## config.mk

```make
export PLATFORM = sky130hd
export DESIGN_NAME = window_watchdog
export DESIGN_NICKNAME = d
export VERILOG_FILES = /design/src/design/wdg_pkg.sv /design/src/design/wdg_axi.sv /design/src/design/wdg_tick.sv /design/src/design/window_watchdog.sv
export SDC_FILE = /design/constraint.sdc
export NUM_CORES = 1
export LEC_CHECK = 0
export BUFFER_PORTS_ARGS = -buffer_cell sky130_fd_sc_hd__buf_2
export CORE_MARGIN = 5
export CORE_UTILIZATION = 30
export CTS_BUF_LIST = sky130_fd_sc_hd__clkbuf_4
export DETAILED_ROUTE_END_ITERATION = 16
export SYNTH_ARGS = -nofsm -noshare
export SYNTH_HDL_FRONTEND = slang
export SYNTH_SLANG_ARGS = --single-unit
```

## constraint.sdc

```tcl
create_clock -name aclk -period 4.25 [get_ports aclk]
set_input_delay 0.85 -clock aclk [delete_from_list [all_inputs] [get_ports aclk]]
set_output_delay 0.85 -clock aclk [all_outputs]
set_load 0.02 [all_outputs]
```

## src/design/wdg_pkg.sv

```systemverilog
package wdg_pkg;
  localparam logic [3:0] control_off = 4'h0;
  localparam logic [3:0] config_off = 4'h4;
  localparam logic [3:0] status_off = 4'h8;
  localparam logic [3:0] mask_off = 4'hc;
  localparam int activate_bit = 7;
  localparam int count_msb_bit = 6;
  localparam int count_w = 7;
  localparam int ewi_bit = 9;
  localparam int tb_lo = 7;
  localparam logic [6:0] count_reset = 7'h7f;
  localparam logic [6:0] window_reset = 7'h7f;
  localparam logic [6:0] warn_value = 7'h40;
  localparam int base_div = 4096;
  localparam logic [1:0] resp_okay = 2'h0;
  localparam logic [1:0] resp_slverr = 2'h2;
endpackage

```

## src/design/wdg_axi.sv

```systemverilog
`timescale 1ns/1ps
// axi4-lite slave front end: one write and one read at a time
module wdg_axi (
  input wire logic aclk,
  input wire logic aresetn,
  input wire logic [3:0] s_axi_awaddr,
  input wire logic s_axi_awvalid,
  output logic s_axi_awready,
  input wire logic [31:0] s_axi_wdata,
  input wire logic [3:0] s_axi_wstrb,
  input wire logic s_axi_wvalid,
  output logic s_axi_wready,
  output logic [1:0] s_axi_bresp,
  output logic s_axi_bvalid,
  input wire logic s_axi_bready,
  input wire logic [3:0] s_axi_araddr,
  input wire logic s_axi_arvalid,
  output logic s_axi_arready,
  output logic [31:0] s_axi_rdata,
  output logic [1:0] s_axi_rresp,
  output logic s_axi_rvalid,
  input wire logic s_axi_rready,
  output logic wr_en,
  output logic [3:0] wr_addr,
  output logic [31:0] wr_data,
  output logic [3:0] wr_strb,
  input wire logic wr_err,
  output logic rd_en,
  output logic [3:0] rd_addr,
  input wire logic [31:0] rd_data,
  input wire logic rd_err
);
  logic aw_r;
  logic w_r;
  logic [3:0] awaddr_r;
  logic [31:0] wdata_r;
  logic [3:0] wstrb_r;
  assign s_axi_awready = !aw_r && !s_axi_bvalid;
  assign s_axi_wready = !w_r && !s_axi_bvalid;
  assign s_axi_arready = !s_axi_rvalid;
  assign wr_en = aw_r && w_r;
  assign wr_addr = awaddr_r;
  assign wr_data = wdata_r;
  assign wr_strb = wstrb_r;
  assign rd_en = s_axi_arvalid && s_axi_arready;
  assign rd_addr = s_axi_araddr;
  always_ff @(posedge aclk) begin
    if (!aresetn) begin
      aw_r <= 1'b0;
      w_r <= 1'b0;
      awaddr_r <= 4'h0;
      wdata_r <= 32'h0;
      wstrb_r <= 4'h0;
    end else if (wr_en) begin
      aw_r <= 1'b0;
      w_r <= 1'b0;
    end else begin
      if (s_axi_awvalid && s_axi_awready) begin
        aw_r <= 1'b1;
        awaddr_r <= s_axi_awaddr;
      end
      if (s_axi_wvalid && s_axi_wready) begin
        w_r <= 1'b1;
        wdata_r <= s_axi_wdata;
        wstrb_r <= s_axi_wstrb;
      end
    end
  end
  always_ff @(posedge aclk) begin
    if (!aresetn) begin
      s_axi_bvalid <= 1'b0;
      s_axi_bresp <= wdg_pkg::resp_okay;
    end else if (wr_en) begin
      s_axi_bvalid <= 1'b1;
      s_axi_bresp <= wr_err ? wdg_pkg::resp_slverr : wdg_pkg::resp_okay;
    end else if (s_axi_bready) begin
      s_axi_bvalid <= 1'b0;
    end
  end
  always_ff @(posedge aclk) begin
    if (!aresetn) begin
      s_axi_rvalid <= 1'b0;
      s_axi_rdata <= 32'h0;
      s_axi_rresp <= wdg_pkg::resp_okay;
    end else if (rd_en) begin
      s_axi_rvalid <= 1'b1;
      s_axi_rdata <= rd_data;
      s_axi_rresp <= rd_err ? wdg_pkg::resp_slverr : wdg_pkg::resp_okay;
    end else if (s_axi_rready) begin
      s_axi_rvalid <= 1'b0;
    end
  end
endmodule // wdg_axi

```

## src/design/wdg_tick.sv

```systemverilog
`timescale 1ns/1ps
// base prescaler then power-of-two stage; one-cycle tick out
module wdg_tick #(
  parameter int base_div = 4096
) (
  input wire logic aclk,
  input wire logic aresetn,
  input wire logic [1:0] timebase_select,
  output logic tick
);
  // the base counter is 13 bits wide
  if (base_div < 2 || base_div > 8192) begin : g_bad_div
    $error("base_div out of range");
  end
  logic [12:0] base_r;
  logic [2:0] sub_r;
  logic base_tick;
  logic [2:0] sub_max;
  assign base_tick = (base_r == 13'(base_div - 1));
  always_comb begin
    case (timebase_select)
      2'h0: sub_max = 3'h0;
      2'h1: sub_max = 3'h1;
      2'h2: sub_max = 3'h3;
      default: sub_max = 3'h7;
    endcase
  end
  always_ff @(posedge aclk) begin
    if (!aresetn) begin
      base_r <= 13'h0;
    end else if (base_tick) begin
      base_r <= 13'h0;
    end else begin
      base_r <= base_r + 13'h1;
    end
  end
  always_ff @(posedge aclk) begin
    if (!aresetn) begin
      sub_r <= 3'h0;
    end else if (base_tick) begin
      if (sub_r >= sub_max) begin
        sub_r <= 3'h0;
      end else begin
        sub_r <= sub_r + 3'h1;
      end
    end
  end
  assign tick = base_tick && (sub_r >= sub_max);
endmodule // wdg_tick

```

## src/design/window_watchdog.sv

```systemverilog
// Local design decision: the AXI4-Lite slave port.
`timescale 1ns/1ps
module window_watchdog (
  input wire logic aclk,
  input wire logic aresetn,
  input wire logic [3:0] s_axi_awaddr,
  input wire logic s_axi_awvalid,
  output logic s_axi_awready,
  input wire logic [31:0] s_axi_wdata,
  input wire logic [3:0] s_axi_wstrb,
  input wire logic s_axi_wvalid,
  output logic s_axi_wready,
  output logic [1:0] s_axi_bresp,
  output logic s_axi_bvalid,
  input wire logic s_axi_bready,
  input wire logic [3:0] s_axi_araddr,
  input wire logic s_axi_arvalid,
  output logic s_axi_arready,
  output logic [31:0] s_axi_rdata,
  output logic [1:0] s_axi_rresp,
  output logic s_axi_rvalid,
  input wire logic s_axi_rready,
  output logic irq,
  output logic system_reset_req
);
  logic wr_en;
  logic [3:0] wr_addr;
  logic [31:0] wr_data;
  logic [3:0] wr_strb;
  logic wr_err;
  logic [3:0] rd_addr;
  logic [31:0] rd_data;
  logic rd_err;
  logic tick;
  logic activate_flag_r;
  logic [6:0] count_r;
  logic [6:0] window_r;
  logic [1:0] timebase_select_r;
  logic early_warn_irq_enable_r;
  logic early_warn_flag_r;
  logic early_warn_mask_r;
  logic system_reset_req_r;
  logic wr_ctrl;
  logic wr_cfg;
  logic wr_sts;
  logic wr_mask;
  logic reload;
  logic warn_hit;
  logic roll_hit;

  wdg_axi u_axi (
    .aclk(aclk),
    .aresetn(aresetn),
    .s_axi_awaddr(s_axi_awaddr),
    .s_axi_awvalid(s_axi_awvalid),
    .s_axi_awready(s_axi_awready),
    .s_axi_wdata(s_axi_wdata),
    .s_axi_wstrb(s_axi_wstrb),
    .s_axi_wvalid(s_axi_wvalid),
    .s_axi_wready(s_axi_wready),
    .s_axi_bresp(s_axi_bresp),
    .s_axi_bvalid(s_axi_bvalid),
    .s_axi_bready(s_axi_bready),
    .s_axi_araddr(s_axi_araddr),
    .s_axi_arvalid(s_axi_arvalid),
    .s_axi_arready(s_axi_arready),
    .s_axi_rdata(s_axi_rdata),
    .s_axi_rresp(s_axi_rresp),
    .s_axi_rvalid(s_axi_rvalid),
    .s_axi_rready(s_axi_rready),
    .wr_en(wr_en),
    .wr_addr(wr_addr),
    .wr_data(wr_data),
    .wr_strb(wr_strb),
    .wr_err(wr_err),
    .rd_en(),
    .rd_addr(rd_addr),
    .rd_data(rd_data),
    .rd_err(rd_err)
  );

  wdg_tick #(
    .base_div(wdg_pkg::base_div)
  ) u_tick (
    .aclk(aclk),
    .aresetn(aresetn),
    .timebase_select(timebase_select_r),
    .tick(tick)
  );

  // write decode; byte lane 0 carries low fields, lane 1 the upper config bits
  always_comb begin
    wr_ctrl = 1'b0;
    wr_cfg = 1'b0;
    wr_sts = 1'b0;
    wr_mask = 1'b0;
    wr_err = 1'b0;
    if (wr_addr == wdg_pkg::control_off) begin
      wr_ctrl = wr_en;
    end else if (wr_addr == wdg_pkg::config_off) begin
      wr_cfg = wr_en;
    end else if (wr_addr == wdg_pkg::status_off) begin
      wr_sts = wr_en;
    end else if (wr_addr == wdg_pkg::mask_off) begin
      wr_mask = wr_en;
    end else begin
      wr_err = 1'b1;
    end
  end

  assign reload = wr_ctrl && wr_strb[0];
  // warning as the counter steps onto 0x40, reset one tick later as it leaves it
  assign warn_hit = tick && (count_r == wdg_pkg::warn_value + 7'h1);
  assign roll_hit = tick && (count_r == wdg_pkg::warn_value);

  // activation: set-only by software
  always_ff @(posedge aclk) begin
    if (!aresetn) begin
      activate_flag_r <= 1'b0;
    end else if (reload && wr_data[wdg_pkg::activate_bit]) begin
      activate_flag_r <= 1'b1;
    end
  end

  // down counter free-runs; software write reloads it
  always_ff @(posedge aclk) begin
    if (!aresetn) begin
      count_r <= wdg_pkg::count_reset;
    end else if (reload) begin
      count_r <= wr_data[wdg_pkg::count_w-1:0];
    end else if (tick) begin
      count_r <= count_r - 7'h1;
    end
  end

  // config fields
  always_ff @(posedge aclk) begin
    if (!aresetn) begin
      window_r <= wdg_pkg::window_reset;
      timebase_select_r <= 2'h0;
    end else if (wr_cfg) begin
      if (wr_strb[0]) begin
        window_r <= wr_data[wdg_pkg::count_w-1:0];
      end
      if (wr_strb[0] && wr_strb[1]) begin
        timebase_select_r <= wr_data[wdg_pkg::tb_lo+1:wdg_pkg::tb_lo];
      end
    end
  end

  // interrupt enable: set-only
  always_ff @(posedge aclk) begin
    if (!aresetn) begin
      early_warn_irq_enable_r <= 1'b0;
    end else if (wr_cfg && wr_strb[1] && wr_data[wdg_pkg::ewi_bit]) begin
      early_warn_irq_enable_r <= 1'b1;
    end
  end

  // warning flag: set wins over the write-zero clear
  always_ff @(posedge aclk) begin
    if (!aresetn) begin
      early_warn_flag_r <= 1'b0;
    end else if (warn_hit) begin
      early_warn_flag_r <= 1'b1;
    end else if (wr_sts && wr_strb[0] && !wr_data[0]) begin
      early_warn_flag_r <= 1'b0;
    end
  end

  always_ff @(posedge aclk) begin
    if (!aresetn) begin
      early_warn_mask_r <= 1'b1;
    end else if (wr_mask && wr_strb[0]) begin
      early_warn_mask_r <= wr_data[0];
    end
  end

  // reset request, held until the system reset takes the block down
  always_ff @(posedge aclk) begin
    if (!aresetn) begin
      system_reset_req_r <= 1'b0;
    end else if (activate_flag_r && roll_hit) begin
      system_reset_req_r <= 1'b1;
    end else if (activate_flag_r && reload && (count_r > window_r)) begin
      system_reset_req_r <= 1'b1;
    end
  end

  assign system_reset_req = system_reset_req_r;
  assign irq = early_warn_flag_r && early_warn_irq_enable_r && early_warn_mask_r;

  // read decode
  always_comb begin
    rd_data = 32'h0;
    rd_err = 1'b0;
    if (rd_addr == wdg_pkg::control_off) begin
      rd_data = {24'h0, activate_flag_r, count_r};
    end else if (rd_addr == wdg_pkg::config_off) begin
      rd_data = {22'h0, early_warn_irq_enable_r, timebase_select_r, window_r};
    end else if (rd_addr == wdg_pkg::status_off) begin
      rd_data = {31'h0, early_warn_flag_r};
    end else if (rd_addr == wdg_pkg::mask_off) begin
      rd_data = {31'h0, early_warn_mask_r};
    end else begin
      rd_err = 1'b1;
    end
  end
endmodule // window_watchdog

```

==> results.md <==
- Timing analysis after detailed placement gives a worst setup slack of 1.77 ns.
- The synthesized-area fraction occupied by and/or/nand/nor cells is 25.2%.
- STA classifies the critical path endpoint as a flop.
- The maximum count of clock buffers along a single path is 2.
- The number of vias per cell is 4.73.
- TritonCTS built the clock tree.
- The maximum cell stage delay along the critical path is 0.82 ns.
- From left edge to right edge, the die measures 118 microns.
- The layout overhead on the synthesized area is 10.4%.
- Counting I/O delays and the setup requirement, the final critical path takes 2.58 ns.
- The top-level I/O count is 94.
- The fraction of the mapped netlist area in compound gates is 13.9%.
- In this run the most critical hold path is launched from u_tick.base_r[0].
- For this design the ratio of total power to cell area is 307 nW/um^2.
- For this block, the via count after detailed routing is 2780.
- The flip-flop and latch area is 1380 sq um.
- The die outline height is 118 microns.
- The estimated wirelength of the detail-placed design is 5650 microns.
- STA puts the critical path data required time at 4.58 ns.
- Setup slack on the critical path of the routed design comes to 1.67 ns.
- The synthesized instance count is 400.
- The H-tree generated during clock tree synthesis spans 3 levels.
- The setup skew after layout is 0.0155 ns.
- The clock reaches the later pin of the worst-skew pair after 0.42 ns.
- The share of layout cells above drive strength 1 is 16.7%.
- The initial antenna violation count is 1.
- Routability-driven placement finished with a final weighted congestion of 0.824.
- In the layout the commonest cells are sky130_fd_sc_hd__dfxtp_1 (69), sky130_fd_sc_hd__nand2_1 (55), sky130_fd_sc_hd__buf_2 (45).
- The count of flip-flops with a built-in enable after synthesis is 0.
- The largest individual stage delay along the critical path comes from the cell sky130_fd_sc_hd__o21ai_1.
- The total global-route track usage is 11.0%.
- After filler insertion, the fill cell instance count of the layout stands at 1224.
- The worst-path maximum fanout is 14.
- The number of setup violations in the final report is 0.
- Summing the areas of all fa, ha and maj instances in the mapped netlist gives 5.05% of the synthesized area.
- The number of buffers added on ports is 45.
- The worst hold path belongs to the class flop to flop.
- The mean cell area of the mapped netlist is 8.67 sq um.
- The first-pass GRT wire length is 12800 microns.
- The placed standard-cell area is 3710 sq um.
- The sequential element share of the synthesized area is 39.8%.
- After synthesis, the largest family of logic cells by area is simple AND/OR/NAND/NOR gates.
- Leaving out fill and tap cells, the most frequent cell in the layout is sky130_fd_sc_hd__dfxtp_1.
- The via count of the first global-routing pass is 2716.
- Summed over all cells, the static leakage comes to 0.00162 uW.
- The startpoint kind of the worst setup timing path is a flop.
- The slew of the pin with the lowest slew margin is 1.05 ns.
- Setup repair after global routing left no endpoint under its margin.
- The clock-pin slew of the registers on the worst-case setup and hold paths is 0.12 ns.
- The average routed wire per standard cell is 12.7 microns.
- The portion of the clock cycle consumed by the worst path in the final layout is 60.8%.
- The cell area after synthesis is 3470 sq um.
- Summing internal, switching and leakage power gives 1170 uW.
- The critical path goes through or2_2 > ha_1 > nor2b_1 > o21ai_1 > nand4_1 > o311ai_1.
- Entering global routing, the biggest net connects 36 pins.
- The cell at the root of the clock tree is sky130_fd_sc_hd__clkbuf_4.
- The post-synthesis xor/xnor area fraction is 2.53%.
- The die footprint is 13800 sq um.
- The number of nets in the finished design is 504.
- The count of final max-slew check failures came to 0.
- Summing all non-filler instances in the final layout gives an area of 3830 sq um.
- The total of flip-flops plus latches after synthesis is 69.
- The clock sink total is 69.
- The worst pin sits at a relative slew slack of 29.4%.
- For this run, design rule violations remaining after detail routing come to 0.
- The unique cell type count in the Yosys netlist is 48.
- The first routing iteration left 107 violations.
- After clock tree synthesis, the setup repair step added 0 buffers.
- Tracing the worst setup path back leads to its startpoint at timebase_select_r[1].
- The post-synthesis async set-or-reset flop share is 0%.
- Measured against the total synthesized area, the mux share comes to 4.69%.
- The max-capacitance violation count is 0.
- The worst endpoint data arrival time is 2.92 ns.
- The area of the core region is 11400 sq um.
- The cell family contributing the most delay on the critical path is compound AO/OA/AOI/OAI gates.
- The worst setup path is of the flop to flop kind.
- Once the clock tree was built, the resizer swapped 0 gates to a different size.
- The total congestion overflow after global routing is 0.
- The run finished with clean final reports.
- The multi-input logic area is 1870 sq um.
- The prevailing post-synth register cell is sky130_fd_sc_hd__dfxtp_1.
- The worst-case IR drop observed on VDD is 130 uV.
- The setup TNS is 0 ns.
- Timing would allow up to 387 MHz.
- In this run, post-CTS hold repair placed 0 buffers.
- Summed over all layers, the routed wires come to 7440 microns.
- The number of hold violations in the final report came to 0.
- The number of buffers and inverters on the critical path is 0.
- During synthesis, Yosys emitted a total of 0 warnings.
- Once detail routing completed, the nets flagged for antenna violations numbered 0.
- The floorplan has 39 rows.
- The number of buffers created by CTS is 9.
- The startpoint of the most critical register-to-register path is timebase_select_r[1].
- For this configuration, the core starts out at a cell density of 30.5%.
- The length of the first detailed-routing pass in iterations is 4.
[synthesized netlist by cell type, types with 13 or more instances]
cell	count	area [sq um]
sky130_fd_sc_hd__dfxtp_1	69	1380
sky130_fd_sc_hd__nand2_1	55	206
sky130_fd_sc_hd__buf_4	26	195
sky130_fd_sc_hd__nor2_1	24	90.1
sky130_fd_sc_hd__a21boi_0	20	150
sky130_fd_sc_hd__nor2b_1	19	119
sky130_fd_sc_hd__a21oi_1	15	75.1
sky130_fd_sc_hd__nor3_1	15	75.1
sky130_fd_sc_hd__clkbuf_1	14	52.6
sky130_fd_sc_hd__ha_1	14	175
sky130_fd_sc_hd__mux2i_1	14	140
sky130_fd_sc_hd__nand3_1	13	65.1
[layer usage]
metal | up-vias | share of wire (%) | track usage (%)
li1 | 1407 | - | -
met3 | 13 | 4.8 | 2.26
met1 | 1297 | 49 | 14.7
met4 | 0 | 2.2 | 5.38
met5 | - | 0 | 0
met2 | 63 | 44 | 16.9
[power breakdown]
group	internal, uW	switching [uW]
Combinational	42.2	76.4
Sequential	666	17.7
Clock	121	250
Total	829	344
[through the flow]
step	util, %	std cells	hold WS (ns)
2_1_floorplan	-	423	0.418
3_3_place_gp	32.6	571	0.430
3_5_place_dp	32.6	571	0.447
4_1_cts	33.6	587	0.465
5_1_grt	33.7	588	0.492
6_report	33.7	588	0.456
[registers in the layout, summed over array words and instances, names as in the netlist, 2 cells and up]
name / cells
u_tick.sub_r: 3
u_axi.s_axi_rdata: 10
u_axi.wr_strb: 2
u_tick.base_r: 13
timebase_select_r: 2
u_axi.wr_data: 10
u_axi.wr_addr: 4
count_r: 7
window_r: 7
[final timing paths]
path                            to  cells past startpoint  slack [ns]
setup / recovery  system_reset_req                      6        1.67
hold / removal    u_tick.base_r[0]                      1        0.46
setup reg to reg  system_reset_req                      6        1.67
hold reg to reg   u_tick.base_r[0]                      1        0.46
[cell families (layout without fill, tap and decap cells)]
logic type | Yosys count | after routing
buffers and inverters | 53 | 74
AOI/OAI and AO/OA | 69 | 69
muxes | 15 | 15
DFF | 69 | 69
xor gates and xnor gates | 10 | 10
and+or+nand+nor | 169 | 169
adders and majority gates | 14 | 14
other | 1 | 25
[layout make-up]
class	count	share of cell area [%]
multi-input combinational	301	48.8
sequential	69	36.1
timing repair buffer	46	6.08
tap	143	4.68
clock buffer	9	1.77
clock inverter	7	1.31
inverter	12	1.18
antenna	1	0.0654
(Power assumes the default switching activity.)
